File: src/inc/sdbt_pkg.sv
`default_nettype none
package sdbt_pkg;
  // ----------------------------------------
  // Widths and geometry
  // ----------------------------------------
  localparam int unsigned DATA_W = 16;
  localparam int unsigned ADDR_W = 12;
  localparam int unsigned COL_W = 8;
  localparam int unsigned BANKS = 4;
  localparam int unsigned AP_BIT = 10; // Auto precharge / all banks
  localparam int unsigned PAGE_LEN = 256; // Burst length value for full page

  // ----------------------------------------
  // Default mode and timing
  // ----------------------------------------
  localparam int unsigned CAS_LAT = 2;
  localparam int unsigned BURST_LEN = 4;
  localparam int unsigned CLK_MHZ = 20;
  localparam int unsigned TWR_NS = 15;
  localparam int unsigned TRP_NS = 20;
  // Least times round up, never below one cycle
  localparam int unsigned TWR_CYC = ((TWR_NS * CLK_MHZ + 999) / 1000 > 0) ?
    (TWR_NS * CLK_MHZ + 999) / 1000 : 1;
  localparam int unsigned TRP_CYC = ((TRP_NS * CLK_MHZ + 999) / 1000 > 0) ?
    (TRP_NS * CLK_MHZ + 999) / 1000 : 1;
  // Auto precharge waits one full clock plus write recovery
  localparam int unsigned AP_WR_CYC = 1 + TWR_CYC;

  // ----------------------------------------
  // Commands as {ras_n, cas_n, we_n}
  // ----------------------------------------
  typedef enum logic [2:0] {
    SDBT_CMD_MRS = 3'h0,
    SDBT_CMD_REF = 3'h1,
    SDBT_CMD_PRE = 3'h2,
    SDBT_CMD_ACT = 3'h3,
    SDBT_CMD_WR = 3'h4,
    SDBT_CMD_RD = 3'h5,
    SDBT_CMD_BST = 3'h6,
    SDBT_CMD_NOP = 3'h7
  } sdbt_cmd_t;

  // User side operations of the controller end
  typedef enum logic [1:0] {
    SDBT_OP_RD = 2'h0,
    SDBT_OP_WR = 2'h1,
    SDBT_OP_ACT = 2'h2,
    SDBT_OP_PRE = 2'h3
  } sdbt_op_t;
endpackage
`default_nettype wire

File: src/inc/sdbt_if.sv
`timescale 1ns/1ps
`default_nettype none
interface sdbt_if;
  logic cs_n;
  logic ras_n;
  logic cas_n;
  logic we_n;
  logic [11:0] addr;
  logic [1:0] bank_select_inputs;
  logic dqm;
  logic [15:0] ctl_dq;
  logic ctl_dq_oe;
  logic [15:0] mem_dq;
  logic mem_dq_oe;
  // Resolved data wire and a clash flag
  logic [15:0] dq;
  logic dq_clash;
  assign dq = mem_dq_oe ? mem_dq : ctl_dq;
  assign dq_clash = mem_dq_oe & ctl_dq_oe;

  modport ctl (
    output cs_n, ras_n, cas_n, we_n, addr, bank_select_inputs, dqm,
    output ctl_dq, ctl_dq_oe,
    input mem_dq, mem_dq_oe
  );
  modport mem (
    input cs_n, ras_n, cas_n, we_n, addr, bank_select_inputs, dqm,
    input ctl_dq, ctl_dq_oe,
    output mem_dq, mem_dq_oe
  );
endinterface // sdbt_if
`default_nettype wire

File: src/hdl/sdbt_ctl_end.sv
`timescale 1ns/1ps
`default_nettype none
module sdbt_ctl_end #(
  parameter int unsigned CAS_LAT = sdbt_pkg::CAS_LAT,
  parameter int unsigned BURST_LEN = sdbt_pkg::BURST_LEN
) (
  input wire logic clk,
  input wire logic reset_n,
  sdbt_if.ctl bus,
  input wire logic op_valid,
  input wire sdbt_pkg::sdbt_op_t op_kind,
  input wire logic [1:0] op_bank,
  input wire logic [11:0] op_addr,
  input wire logic op_ap,
  input wire logic op_close,
  input wire logic [8:0] op_len,
  output logic op_ready,
  input wire logic [15:0] wdata,
  input wire logic wmask,
  output logic wdata_take,
  output logic [15:0] rdata,
  output logic rdata_valid
);
  localparam bit FULL = (BURST_LEN == sdbt_pkg::PAGE_LEN);

  // ----------------------------------------
  // State
  // ----------------------------------------
  typedef enum logic [1:0] {
    ST_IDLE = 2'h0,
    ST_TURN = 2'h1,
    ST_BURST = 2'h3
  } sdbt_ctl_st_t;

  typedef struct packed {
    sdbt_ctl_st_t st;
    logic ready;
    sdbt_pkg::sdbt_op_t kind;
    logic [1:0] bank;
    logic [11:0] addr;
    logic ap;
    logic close;
    logic [8:0] len;
    logic [9:0] cnt;
    logic lead;
    logic rd_recent;
    logic [3:0][3:0] trp;
    logic [CAS_LAT:0] sr;
    logic cs_n;
    sdbt_pkg::sdbt_cmd_t cmd;
    logic [11:0] a;
    logic [1:0] ba;
    logic dqm;
    logic [15:0] dq;
    logic dq_oe;
    logic take;
    logic [15:0] rdata;
    logic rvalid;
  } sdbt_ctl_q_t;

  localparam sdbt_ctl_q_t RST_Q = '{st: ST_IDLE, ready: 1'h1, cs_n: 1'h1,
    cmd: sdbt_pkg::SDBT_CMD_NOP, kind: sdbt_pkg::SDBT_OP_RD, default: '0};

  sdbt_ctl_q_t q;
  sdbt_ctl_q_t next_q;
  logic trunc;
  logic need_lead;
  logic bank_free;
  logic push;

  // Burst is cut short when fewer words are wanted than it holds
  assign trunc = FULL || (q.len < 9'(BURST_LEN));
  // Data mask lead before a write that follows a read
  assign need_lead = (q.kind == sdbt_pkg::SDBT_OP_WR) && q.rd_recent && (BURST_LEN != 1); // RQ18
  // Row precharge time guard per bank
  assign bank_free = (q.kind == sdbt_pkg::SDBT_OP_PRE && q.ap) ? (q.trp == '0) :
    (q.trp[q.bank] == 4'h0); // RQ4

  // ----------------------------------------
  // Sequencer
  // ----------------------------------------
  always_comb
  begin
    next_q = q;
    push = 1'h0;
    next_q.cmd = sdbt_pkg::SDBT_CMD_NOP;
    next_q.dq_oe = 1'h0;
    next_q.take = 1'h0;
    next_q.dqm = 1'h0;
    next_q.rvalid = q.sr[CAS_LAT];
    next_q.rdata = bus.mem_dq;
    for (int b = 0; b < 4; b++)
    begin
      if (q.trp[b] != 4'h0)
        next_q.trp[b] = q.trp[b] - 4'h1;
    end
    case (q.st)
      ST_IDLE:
      begin
        if (op_valid && q.ready)
        begin
          next_q.kind = op_kind;
          next_q.bank = op_bank;
          next_q.addr = op_addr;
          next_q.ap = op_ap;
          next_q.close = op_close & ~op_ap;
          // Fixed burst with auto precharge is never cut short
          next_q.len = (op_ap && !FULL) ? 9'(BURST_LEN) : op_len; // RQ2 RQ6
          next_q.ready = 1'h0;
          next_q.lead = 1'h0;
          next_q.st = ST_TURN;
        end
      end
      ST_TURN:
      begin
        if (bank_free && (q.kind != sdbt_pkg::SDBT_OP_WR || q.sr == '0))
        begin
          if (need_lead && !q.lead)
          begin
            next_q.dqm = 1'h1; // RQ19
            next_q.lead = 1'h1;
          end
          else
          begin
            next_q.dqm = need_lead; // RQ19
            next_q.st = ST_BURST;
            next_q.cnt = 10'h000;
            next_q.take = (q.kind == sdbt_pkg::SDBT_OP_WR);
          end
        end
      end
      ST_BURST:
      begin
        next_q.cnt = q.cnt + 10'h001;
        if (q.cnt == 10'h000)
        begin
          next_q.cs_n = 1'h0;
          next_q.ba = q.bank;
          next_q.a = q.addr;
          if (q.kind != sdbt_pkg::SDBT_OP_ACT)
            next_q.a[sdbt_pkg::AP_BIT] = q.ap; // RQ20
        end
        case (q.kind)
          sdbt_pkg::SDBT_OP_RD:
          begin
            if (q.cnt == 10'h000)
            begin
              next_q.cmd = sdbt_pkg::SDBT_CMD_RD;
              next_q.rd_recent = 1'h1;
            end
            if (q.cnt < {1'h0, q.len})
              push = 1'h1;
            else
            begin
              // End command CAS latency minus one before last data
              if (trunc || q.close)
              begin
                next_q.cmd = q.close ? sdbt_pkg::SDBT_CMD_PRE : sdbt_pkg::SDBT_CMD_BST; // RQ3 RQ7
                next_q.a[sdbt_pkg::AP_BIT] = 1'h0;
                if (q.close)
                  next_q.trp[q.bank] = 4'(sdbt_pkg::TRP_CYC); // RQ4
              end
              if (q.ap)
                next_q.trp[q.bank] = 4'(CAS_LAT + sdbt_pkg::TRP_CYC); // RQ4
              next_q.st = ST_IDLE;
              next_q.ready = 1'h1;
            end
          end
          sdbt_pkg::SDBT_OP_WR:
          begin
            if (q.cnt < {1'h0, q.len})
            begin
              if (q.cnt == 10'h000)
              begin
                next_q.cmd = sdbt_pkg::SDBT_CMD_WR;
                next_q.rd_recent = 1'h0;
              end
              next_q.dq = wdata;
              next_q.dq_oe = 1'h1;
              next_q.dqm = wmask; // RQ1
              next_q.take = (q.cnt + 10'h001 < {1'h0, q.len});
            end
            else if (q.close)
            begin
              // Mask trailing words, precharge after write recovery
              next_q.dqm = trunc; // RQ16
              if (q.cnt == {1'h0, q.len} + 10'(sdbt_pkg::TWR_CYC))
              begin
                next_q.cmd = sdbt_pkg::SDBT_CMD_PRE; // RQ14
                next_q.a[sdbt_pkg::AP_BIT] = 1'h0;
                next_q.trp[q.bank] = 4'(sdbt_pkg::TRP_CYC); // RQ4
                next_q.st = ST_IDLE;
                next_q.ready = 1'h1;
              end
            end
            else
            begin
              if (trunc)
                next_q.cmd = sdbt_pkg::SDBT_CMD_BST; // RQ17
              if (q.ap)
                next_q.trp[q.bank] = 4'(sdbt_pkg::AP_WR_CYC + sdbt_pkg::TRP_CYC); // RQ4
              next_q.st = ST_IDLE;
              next_q.ready = 1'h1;
            end
          end
          sdbt_pkg::SDBT_OP_ACT:
          begin
            next_q.cmd = sdbt_pkg::SDBT_CMD_ACT;
            next_q.st = ST_IDLE;
            next_q.ready = 1'h1;
          end
          default:
          begin
            next_q.cmd = sdbt_pkg::SDBT_CMD_PRE;
            for (int b = 0; b < 4; b++)
            begin
              if (q.ap || q.bank == 2'(b))
                next_q.trp[b] = 4'(sdbt_pkg::TRP_CYC); // RQ4
            end
            next_q.st = ST_IDLE;
            next_q.ready = 1'h1;
          end
        endcase
      end
      default:
      begin
        next_q.st = ST_IDLE;
        next_q.ready = 1'h1;
      end
    endcase
    // Read data arrives CAS latency plus one edges after issue
    next_q.sr = {q.sr[CAS_LAT-1:0], push};
  end

  // State register
  always_ff @(posedge clk or negedge reset_n)
  begin
    if (!reset_n)
      q <= RST_Q;
    else
      q <= next_q;
  end

  // ----------------------------------------
  // Outputs
  // ----------------------------------------
  assign bus.cs_n = q.cs_n;
  assign {bus.ras_n, bus.cas_n, bus.we_n} = q.cmd;
  assign bus.addr = q.a;
  assign bus.bank_select_inputs = q.ba;
  assign bus.dqm = q.dqm;
  assign bus.ctl_dq = q.dq;
  assign bus.ctl_dq_oe = q.dq_oe;
  assign op_ready = q.ready;
  assign wdata_take = q.take;
  assign rdata = q.rdata;
  assign rdata_valid = q.rvalid;
endmodule // sdbt_ctl_end
`default_nettype wire

File: src/flat_wrapper.sv
// flat-port wrapper written by rule: the top's interface ports become plain ports
module sdbt_ctl_end_flat 
#(
  parameter int unsigned CAS_LAT = sdbt_pkg::CAS_LAT,
  parameter int unsigned BURST_LEN = sdbt_pkg::BURST_LEN
)
  (clk, reset_n, op_valid, op_kind, op_bank, op_addr, op_ap, op_close, op_len, op_ready, wdata, wmask, wdata_take, rdata, rdata_valid, bus_cs_n, bus_ras_n, bus_cas_n, bus_we_n, bus_addr, bus_bank_select_inputs, bus_dqm, bus_ctl_dq, bus_ctl_dq_oe, bus_mem_dq, bus_mem_dq_oe);
  sdbt_if bus_i ();
  input wire logic clk;
  input wire logic reset_n;
  input wire logic op_valid;
  input wire sdbt_pkg::sdbt_op_t op_kind;
  input wire logic [1:0] op_bank;
  input wire logic [11:0] op_addr;
  input wire logic op_ap;
  input wire logic op_close;
  input wire logic [8:0] op_len;
  output logic op_ready;
  input wire logic [15:0] wdata;
  input wire logic wmask;
  output logic wdata_take;
  output logic [15:0] rdata;
  output logic rdata_valid;
  output wire logic [$bits(bus_i.cs_n)-1:0] bus_cs_n;
  output wire logic [$bits(bus_i.ras_n)-1:0] bus_ras_n;
  output wire logic [$bits(bus_i.cas_n)-1:0] bus_cas_n;
  output wire logic [$bits(bus_i.we_n)-1:0] bus_we_n;
  output wire logic [$bits(bus_i.addr)-1:0] bus_addr;
  output wire logic [$bits(bus_i.bank_select_inputs)-1:0] bus_bank_select_inputs;
  output wire logic [$bits(bus_i.dqm)-1:0] bus_dqm;
  output wire logic [$bits(bus_i.ctl_dq)-1:0] bus_ctl_dq;
  output wire logic [$bits(bus_i.ctl_dq_oe)-1:0] bus_ctl_dq_oe;
  input wire logic [$bits(bus_i.mem_dq)-1:0] bus_mem_dq;
  input wire logic [$bits(bus_i.mem_dq_oe)-1:0] bus_mem_dq_oe;
  assign bus_cs_n = bus_i.cs_n;
  assign bus_ras_n = bus_i.ras_n;
  assign bus_cas_n = bus_i.cas_n;
  assign bus_we_n = bus_i.we_n;
  assign bus_addr = bus_i.addr;
  assign bus_bank_select_inputs = bus_i.bank_select_inputs;
  assign bus_dqm = bus_i.dqm;
  assign bus_ctl_dq = bus_i.ctl_dq;
  assign bus_ctl_dq_oe = bus_i.ctl_dq_oe;
  assign bus_i.mem_dq = bus_mem_dq;
  assign bus_i.mem_dq_oe = bus_mem_dq_oe;
  sdbt_ctl_end #(.CAS_LAT(CAS_LAT), .BURST_LEN(BURST_LEN)) u_core (.clk(clk), .reset_n(reset_n), .bus(bus_i), .op_valid(op_valid), .op_kind(op_kind), .op_bank(op_bank), .op_addr(op_addr), .op_ap(op_ap), .op_close(op_close), .op_len(op_len), .op_ready(op_ready), .wdata(wdata), .wmask(wmask), .wdata_take(wdata_take), .rdata(rdata), .rdata_valid(rdata_valid));
endmodule
File: config.mk
export PLATFORM = sky130hd
export DESIGN_NAME = sdbt_ctl_end_flat
export DESIGN_NICKNAME = d
export VERILOG_FILES = /design/src/inc/sdbt_pkg.sv /design/src/inc/sdbt_if.sv /design/src/hdl/sdbt_ctl_end.sv /design/src/flat_wrapper.sv
export SDC_FILE = /design/constraint.sdc
export NUM_CORES = 1
export LEC_CHECK = 0
export ABC_AREA = 0
export BUFFER_PORTS_ARGS = -buffer_cell sky130_fd_sc_hd__buf_2
export CAP_MARGIN = 10
export CORE_AREA = 2 2 94 141
export CTS_BUF_LIST = sky130_fd_sc_hd__clkbuf_16
export DETAILED_ROUTE_END_ITERATION = 12
export DIE_AREA = 0 0 96 143
export GPL_TIMING_DRIVEN = 0
export HOLD_SLACK_MARGIN = 0.05
export PLACE_DENSITY = 0.77
export SLEW_MARGIN = 20
export SYNTH_ARGS = -nofsm -noshare
export SYNTH_HDL_FRONTEND = slang
export SYNTH_SLANG_ARGS = --single-unit
File: constraint.sdc
create_clock -name clk -period 2.65 [get_ports clk]
set_input_delay 0.3975 -clock clk [delete_from_list [all_inputs] [get_ports clk]]
set_output_delay 0.3975 -clock clk [all_outputs]
set_load 0.01 [all_outputs]
# Word level (Yosys, flattened, before mapping)
# Index checks and enable logic that the tools add are counted.
[classes]
n_addsub = 6
magnitude_cmp = 5
n_eq_ne = 21
muxes = 80
bitwise = 11
n_reduce_logical = 35
[op_table]
columns = ["operator", "n"]
rows = [
  ["$mux W16", 12],
  ["$pmux W16 S3", 1],
  ["$mux W4", 10],
  ["$mux W3", 10],
  ["$mux W30", 1],
  ["$mux W1", 23],
  ["$lt A10 B9 Y1", 2],
  ["$pmux W10 S2", 1],
  ["$mux W19", 1],
  ["$mux W18", 1],
  ["$mux W17", 1],
  ["$and A8 B8 Y8", 2],
  ["$logic_not A16 Y1", 1],
  ["$or A8 B8 Y8", 2],
  ["$reduce_bool A4 Y1", 4],
  ["$sub A4 B1 Y4 const B", 4],
  ["$mux W14", 1],
  ["$and A12 B12 Y12", 1],
  ["$not A12 Y12", 1],
  ["$mux W11", 1],
  ["$add A10 B1 Y10 const B", 1],
  ["$add A9 B1 Y10 const B", 1],
  ["$eq A10 B10 Y1", 1],
  ["$eq A2 B2 Y1 const B", 5],
  ["other kinds (35)", 70],
]
[totals]
ff_bits = 115
inputBits = 64
elab_cells = 185

# Longest topological paths before layout
# Gate-level depths: netlist (run 1).
[depth]
ltp_word = 16
mapped_depth = 11

# Least setup slack after synthesis (run 1)
# No wires, ideal clock.
[synth_path]
path_type = "register to register"
startpoint = "register u_core.q[88] in the netlist's numbering"
endpoint = "register u_core.q (netlist bit u_core.bus.ctl_dq[10])"
arrival_ns = 2.671
required_time_ns = 2.525
setup_slack_ns = -0.146
stages_incl_launch_ff = 11
n_path_buf = 2
synth_period_minus_slack_ns = 2.796
path_cell_list = "dfrtp_1 -> buf_2 -> inv_1 -> ha_1 -> a21oi_1 -> nor2_1 -> or3_1 -> a211o_1 -> nor2_2 -> buf_2 -> mux2_2"
[synth_between]
elab_chain_cells = 2
[synth_lines]
columns = ["item", "line_no", "source"]
rows = [
  ["from (decl)", "sdbt_ctl_end.sv:64", "sdbt_ctl_q_t q;"],
  ["from (signal assigned)", "sdbt_ctl_end.sv:241", "q <= next_q;"],
  ["$lt A10 B9 Y1", "sdbt_ctl_end.sv:171", "if (q.cnt < {1'h0, q.len})"],
  ["$reduce_and A3 Y1 (no source line)", "n/a", ""],
]
# Every way passes these cells.
# A chain may end at the register's enable or synchronous reset.

==> results by group, run 1 <==
Synthesis
  – Largest cells by area after synthesis: sky130_fd_sc_hd__dfrtp_1 (44%), sky130_fd_sc_hd__mux2_2 (5.6%), sky130_fd_sc_hd__buf_4 (5.5%)
  – Count of mapped cells out of synthesis: between 600 and 700
  – Yosys cell types: 62
  – Post-synth EDFFs: 0
  – FFs w/ async S/R, synth: between 90% and 100%
  – Sequential area share after synthesis: between 40% and 50%
  – #FFs+latches synth: roughly 120
  – Average instance area after synthesis: around 9.9 um^2
  – Cell accounting for the most synthesized area: sky130_fd_sc_hd__dfrtp_1
  – Net Count, Synth: 720
  – Most instantiated flip-flop cell in the synthesis netlist: sky130_fd_sc_hd__dfrtp_1
  – Proportion of netlist area held by the largest area contributor: approximately 44%
  – Cell Area, Synth: 0.00622 mm^2
  – Count of yosys warnings during synthesis: 0

Power
  – Power density of the placed cells: around 1200 mW/mm^2
  – Worst vdd ir: around 0.00067 V
  – Total leakage power: between 3 and 4 nW

Placement
  – Placement Cell Area: 0.00705 mm^2
  – Port-buffer cells: roughly 120
  – Post-detail-place hpwl: ~12000 um
  – Final GP Congestion: around 0.94

Min path
  – Worst Hold Launch: bus_mem_dq[2]
  – Hold-critical path endpoint: u_core.rdata[2]
  – Worst Hold Class: in2reg
  – Number of cells on the worst hold path: 1

Global routing
  – Vias in the first global route: 5363
  – First-pass GRT wire length: approximately 26000 um
  – Pin count of the biggest net entering global routing: 83
  – Overall track demand over capacity in global routing: between 20 and 25%
  – Total grt overflow: 0
  – Antenna violations before repair: 0

Detailed routing
  – Residual DRC: 0
  – WL per Instance: 17.2 um
  – Met3 WL: about 860 um
  – Total wire length after detailed routing: about 16000 um
  – Via Count: ~5400
  – Routed length on met1: about 5800 um
  – Remaining antenna violation count: 0
  – Detailed-routing iteration count for the pre-antenna-repair pass: 6
  – Drt via density: roughly 5.6
  – Top Metal Used: met4
  – DRC marker count from the first detailed-route iteration: 367
  – Met2 wire len: about 8700 um

Flow run
  – Maximum Capacitance Violations: 0

Timing
  – Time the worst path needs with I/O delays and setup: 2.61 ns
  – Final Cycle Share: about 99%
  – Number of max-slew violations in the final report: 0
  – Number of setup violations in the final report: 0
  – Clock skew after layout: ~0.009 ns
  – Worst hold slack across all endpoints: 0.0904 ns
  – Actual transition at the worst max-transition pin: between 0.8 and 0.9 ns
  – Maximum frequency from static timing analysis: 0.383 GHz
  – Hold Fails Final Rpt: 0
  – Slew HR: between 40 and 50%
  – Total negative slack for setup checks: 0 ns

Clock network
  – Maximum buffer depth of the clock tree: 2
  – Num Clock Sinks: 115
  – Max H-tree Level: 4
  – TritonCTS clock tree: built
  – Number of buffers created by CTS: 17
  – Worst-Skew Late Latency: a little over 0.4 ns
  – Cell chosen for the clock root: sky130_fd_sc_hd__clkbuf_16
  – Clk pin slew, worst setup/hold paths: about 0.06 ns

Worst setup path
  – Series of cell instances along the critical path: inv_4, ha_4, a211oi_2, nand2_1, or3_4, buf_4, a211oi_4, buf_4, nor4_4, or3_1
  – Type of the setup path with the least slack: reg2reg
  – Count of cells along the worst register-to-register path: 10
  – Crit Reg-Reg Endpoint: u_core.q[65]
  – Critical-path maximum fanout: 5
  – Critical register-to-register path startpoint: u_core.q[90]
  – Critical Path End Type: register
  – CP Buf/Inv Count: 3
  – Critical path's slowest cell: sky130_fd_sc_hd__dfrtp_2
  – Worst EP arrival: about 2.9 ns
  – Critical Path Source: u_core.q[90]
  – CP required: between 2 and 3 ns
  – Cell family with the largest share of critical-path delay: simple AND/OR/NAND/NOR gates
  – Startpoint type of the worst setup path: register
  – Most prevalent standard cell on the critical path: sky130_fd_sc_hd__buf_4
  – Delay of the slowest cell on the worst path: around 0.43 ns
  – Reg2Reg Setup Slack: about 0.036 ns

Layout
  – Share of post-route cells with drive strength above 1: a little under two fifths
  – Layout Nets: between 800 and 900
  – Number of antenna cells inserted: 0
  – Post-route cell area: around 0.0080 mm^2
  – Area growth from synthesis to layout: 28.1%

Floorplanning
  – Horiz. Die Dim: approximately 96 um
  – Die height: ~140 um
  – Placement row count: 50
  – Full die area: between 0.01 and 0.015 mm^2
  – Top-level port count: ~120
  – Placeable core region: 0.0124 mm^2
  – Initial core utilization: about half

Outcome
  – Run status: completed
## metal layers
metal  vias up  track usage, %
li1       2488               -
met1      2553            26.2
met2       245            43.7
met3        74            4.85
met4         0            15.0
met5         -               0
## flip-flops by register name, summed over array words and instances (netlist names), 2 cells and up
register,flops
u_core.rdata,16
u_core.bus.ctl_dq,16
u_core.bus.addr,12
u_core.next_q,3
u_core.q,57
u_core.bus.bank_select_inputs,2
## synthesized netlist by cell type (all sizes together), types with 6 or more instances
| master | number |
|---|---|
| inv | 25 |
| o21ai | 41 |
| a31oi | 6 |
| dfrtp | 110 |
| nor3 | 19 |
| nand3b | 10 |
| ha | 25 |
| clkbuf | 28 |
| mux2 | 31 |
| nand4 | 8 |
| nand2 | 88 |
| or3 | 9 |
| nand3 | 13 |
| buf | 49 |
| and2 | 8 |
| a21oi | 23 |
| a22o | 9 |
| xnor2 | 17 |
| nor4 | 11 |
| nor2 | 24 |
## how the worst max path moves through the flow
stage	to	slack [ns]	cells past startpoint
after floorplan	u_core.bus.ctl_dq[10]	0.009	10
after global placement	u_core.bus.ctl_dq[13]	-0.41	9
after detailed placement	u_core.bus.ctl_dq[15]	-0.42	10
after CTS	u_core.bus.ctl_dq[7]	0.00008	10
after global routing	u_core.q[64]	-0.04	9
final	u_core.q[65]	0.04	10
## per-stage QoR
stage / util, % / total power, W / setup slack (ns) / std cells
after global placement: 56.3 / 0.00643 / -0.406 / 904
final: 64.1 / 0.00942 / 0.0361 / 956
after CTS: 62.6 / 0.00916 / 0.0000795 / 946
after detailed placement: 56.6 / 0.00664 / -0.424 / 905
after floorplan: - / 0.00550 / 0.00852 / 631
after global routing: 64.1 / 0.0100 / -0.0434 / 956
## layout by cell type, fill, tap and decap left out, types with 4 or more instances in the layout
cell | netlist | routed
sky130_fd_sc_hd__a21o_1 | 5 | 5
sky130_fd_sc_hd__a21oi_1 | 23 | 22
sky130_fd_sc_hd__a22o_1 | 9 | 9
sky130_fd_sc_hd__a31oi_1 | 6 | 6
sky130_fd_sc_hd__and2_1 | 8 | 7
sky130_fd_sc_hd__buf_2 | 3 | 117
sky130_fd_sc_hd__buf_4 | 46 | 63
sky130_fd_sc_hd__clkbuf_1 | 28 | 25
sky130_fd_sc_hd__clkbuf_16 | 0 | 17
sky130_fd_sc_hd__clkinvlp_4 | 0 | 5
sky130_fd_sc_hd__dfrtp_1 | 110 | 103
sky130_fd_sc_hd__dfrtp_2 | 0 | 7
sky130_fd_sc_hd__dfstp_2 | 5 | 5
sky130_fd_sc_hd__ha_1 | 25 | 23
sky130_fd_sc_hd__inv_1 | 25 | 21
sky130_fd_sc_hd__inv_6 | 0 | 4
sky130_fd_sc_hd__mux2_2 | 31 | 31
sky130_fd_sc_hd__nand2_1 | 87 | 87
sky130_fd_sc_hd__nand2b_1 | 5 | 5
sky130_fd_sc_hd__nand3_1 | 13 | 11
sky130_fd_sc_hd__nand3b_1 | 10 | 10
sky130_fd_sc_hd__nand4_1 | 7 | 7
sky130_fd_sc_hd__nor2_1 | 23 | 22
sky130_fd_sc_hd__nor3_1 | 19 | 18
sky130_fd_sc_hd__nor4_1 | 10 | 9
sky130_fd_sc_hd__o21ai_0 | 39 | 39
sky130_fd_sc_hd__o22ai_1 | 4 | 4
sky130_fd_sc_hd__o31ai_1 | 5 | 5
sky130_fd_sc_hd__or3_1 | 9 | 8
sky130_fd_sc_hd__or3b_2 | 4 | 4
sky130_fd_sc_hd__xnor2_1 | 17 | 16
## logic make-up (layout without fill, tap and decap cells)
group | Yosys count | after routing | share of synthesized area, %
flops | 115 | 115 | 46.3
buf+inv | 103 | 272 | 9.05
mux | 35 | 35 | 6.45
simple gates | 207 | 207 | 16.5
compound gates | 126 | 126 | 13.9
fa+ha+maj | 25 | 25 | 5.03
xor+xnor | 20 | 20 | 2.81
## report_power, final
| part | switching, W | internal, W |
|---|---|---|
| sequential | 0.000475 | 0.00239 |
| clock | 0.000848 | 0.00148 |
| combinational | 0.00230 | 0.00192 |
## timing repair
item | CTS | global route
endpoints found under the setup margin | 52 | 49
buffers inserted | 8 | 10
pin swaps | 9 | 11
hold endpoints to repair | 30 | 0
gates resized for setup | 20 | 29
hold buffers | 1 | 0
## area by class of cell
type | instances | area [um^2]
tap | 156 | 195
sequential | 115 | 2890
buffer | 77 | 485
fill | 1045 | 4480
multi-input combinational | 413 | 2920
clock buffer | 17 | 425
timing repair buffer | 137 | 768
inverter | 26 | 105
clock inverter | 15 | 180
Note: power is estimated with default switching activity, not from simulation.
==> run 2, diff against run 1 <==
- MAX_ROUTING_LAYER: not set -> met4
==> run 2 against run 1 <==
- worst hold slack got worse by 0.00083 ns
- non-clock buffer count shrank 2
- global-route usage grew 0.93 points
- count of clock-buffer cells in the layout unchanged
- die area did not move
- sequential share of layout area fell by 0.060 points
- design area barely moved
- setup slack improved by 0.045 ns
- sequential power about the same
- core utilization is 0.050 points higher
- critical endpoint is now u_core.bus.ctl_dq[6]
- highest routed layer unchanged
==> results by group, run 2 (same netlist as run 1, synthesis figures left out) <==
Timing
  – Time the worst path needs with I/O delays and setup: 2.57 ns (-0.0445 ns)
  – Number of setup violations in the final report: 0 (unchanged)
  – Hold Fails Final Rpt: 0 (unchanged)
  – Post-route worst setup slack: 0.0807 ns (+0.0445 ns)
  – Slew HR: 45.7% (+4.8 points)
  – Clock skew after layout: 0.00751 ns (-0.00152 ns)
  – Actual transition at the worst max-transition pin: 0.806 ns (-0.0684 ns)
  – Maximum frequency from static timing analysis: 0.389 GHz (+1.7%)
  – Number of max-slew violations in the final report: 0 (unchanged)
  – Final Cycle Share: 97.0% (-1.7 points)

Layout
  – Flip-flop count of the largest register, all copies and words added: 57 (unchanged)
  – Area growth from synthesis to layout: 28.2% (about the same)
  – Number of cells in the finished layout apart from fillers: 954 (-0.21%)
  – Most frequent standard cell in the layout excluding fill and tap cells: sky130_fd_sc_hd__buf_2
  – Layout Nets: 874 (-0.23%)
  – Biggest register: u_core.q
  – Share of post-route cells with drive strength above 1: 37.2% (+0.22 points)
  – Most frequent cells in the layout: sky130_fd_sc_hd__buf_2 (117), sky130_fd_sc_hd__dfrtp_1 (105), sky130_fd_sc_hd__nand2_1 (87)
  – Number of antenna cells inserted: 0 (unchanged)

Clock network
  – Maximum buffer depth of the clock tree: 2 (unchanged)
  – Max H-tree Level: 4 (unchanged)
  – Clk pin slew, worst setup/hold paths: 0.06 ns (about the same)
  – TritonCTS clock tree: built
  – Number of buffers created by CTS: 17 (unchanged)
  – Cell chosen for the clock root: sky130_fd_sc_hd__clkbuf_16
  – Num Clock Sinks: 115 (unchanged)
  – Worst-Skew Late Latency: 0.41 ns (about the same)

Worst setup path
  – Startpoint type of the worst setup path: register
  – Type of the setup path with the least slack: reg2reg
  – CP required: 2.95 ns (+0.02 ns)
  – Delay of the slowest cell on the worst path: 0.41 ns (-0.02 ns)
  – Worst EP arrival: 2.87 ns (-0.03 ns)
  – Critical path's slowest cell: sky130_fd_sc_hd__or3_4
  – Critical-path maximum fanout: 8 (+3)
  – Critical Path End Type: register
  – Series of cell instances along the critical path: inv_2, ha_4, a211oi_2, nand2_1, or3_4, a211o_4, nor2_4, buf_4, mux2_2

Floorplanning
  – Full die area: 0.0137 mm^2 (unchanged)
  – Placement row count: 50 (unchanged)
  – Horiz. Die Dim: 96 um (unchanged)
  – Placeable core region: 0.0124 mm^2 (unchanged)
  – Initial core utilization: 50.0% (unchanged)
  – Die height: 143 um (unchanged)
  – Top-level port count: 119 (unchanged)

Global routing
  – Overall track demand over capacity in global routing: 25.6% (+0.93 points)
  – Vias in the first global route: 5378 (+0.28%)
  – Total grt overflow: 0 (unchanged)
  – Routing usage on met2: 44.8% (+1.1 points)
  – GR met3 Demand/Resource: 4.70% (-0.16 points)
  – Pin count of the biggest net entering global routing: 83 (unchanged)
  – Layer with the highest usage: met2
  – Antenna violations before repair: 0 (unchanged)
  – First-pass GRT wire length: 25900 um (+0.27%)
  – Met1 global-route usage: 26.8% (+0.64 points)

Detailed routing
  – Via Count: 5376 (+0.30%)
  – WL per Instance: 17.5 um (+1.4%)
  – DRC marker count from the first detailed-route iteration: 397 (+8.2%)
  – Total wire length after detailed routing: 16700 um (+1.2%)
  – Remaining antenna violation count: 0 (unchanged)
  – Detailed-routing iteration count for the pre-antenna-repair pass: 5 (-1)
  – Residual DRC: 0 (unchanged)
  – Drt via density: 5.64 (+0.51%)

Placement
  – Post-detail-place hpwl: 12000 um (+1.1%)
  – Number of placed instances with taps included: 905 (unchanged)
  – Post-Place Setup Slack: -0.438 ns (-0.0138 ns)
  – Port-buffer cells: 117 (unchanged)
  – Final GP Congestion: 0.946 (+0.77%)

Power
  – Total leakage power: 3.77 nW (+0.23%)
  – Worst vdd ir: 0.000670 V (-0.25%)
  – Power density of the placed cells: 1170 mW/mm^2 (-0.73%)

Outcome
  – Run status: completed

Flow run
  – Maximum Capacitance Violations: 0 (unchanged)

Min path
  – Worst Hold Class: in2reg
==> run 2: cell types whose count changed in the layout (fill, tap and decap cells not counted), sizes merged <==
cell      change
clkinv        +4
buf           -2
clkinvlp      -2
inv           -1
bufinv        -1
==> run 2: routing by layer <==
metal / wire length, um / vias to the layer above
li1: - / 2504
met1: 6070 / 2587
met2: 9110 / 225
met3: 831 / 60
met4: 667 / 0
met5: 0 / -
==> run 2: what timing repair did <==
action | CTS | global route
cloned | 0 | 0
gates resized for setup | 20 | 31
pin swaps | 8 | 14
hold buffers | 1 | 0
endpoints found under the setup margin | 51 | 49
hold endpoints to repair | 30 | 0
setup buffers | 8 | 8
==> run 2: cell type report <==
type	count	area (um^2)
well taps	156	195
clock inverters	15	159
plain buffers	77	479
clock buffers	17	425
inverters	26	100
flip-flops and latches	115	2890
fillers	1054	4470
repair buffers	135	762
multi-input cells	413	2970
==> run 2: where the power goes <==
group	switching, W	internal (W)
clock network	0.000852	0.00139
logic	0.00235	0.00192
registers	0.000455	0.00239
==> run 2: worst paths after layout <==
kind / to / startpoint / slack [ns] / cells after the start
setup / recovery: u_core.bus.ctl_dq[6] / u_core.q[90] / 0.08 / 9
hold / removal: u_core.rdata[4] / bus_mem_dq[4] / 0.09 / 1
setup reg to reg: u_core.bus.ctl_dq[6] / u_core.q[90] / 0.08 / 9
hold reg to reg: u_core.rdata_valid / u_core.next_q[0] / 0.38 / 0
max in group asynchronous: u_core.op_ready / reset_n / 1.45 / 3
min in group asynchronous: u_core.rdata[4] / reset_n / 0.45 / 2
==> run 2: stage by stage <==
step                      instance area (um^2)  power, W  setup TNS (ns)  hold slack, ns  util (%)
after detailed placement                  7050   0.00666          -11.16           0.314      56.6
after global routing                      7980   0.00999          -0.113          0.0723      64.1
final                                     7980   0.00936               0          0.0896      64.1
after global placement                    7010   0.00646          -26.47           0.363      56.3
after floorplan                           6230   0.00550               0           0.102         -
after CTS                                 7780   0.00910               0          0.0786      62.5
==> run 2: critical path: cells and delay by family (launching register included) <==
kind	cells	cell delay [ns]
adders and majority gates	1	0.22
buffers and inverters	2	0.31
DFF	1	0.40
AOI/OAI and AO/OA	2	0.55
muxes	1	0.35
and+or+nand+nor	3	0.64
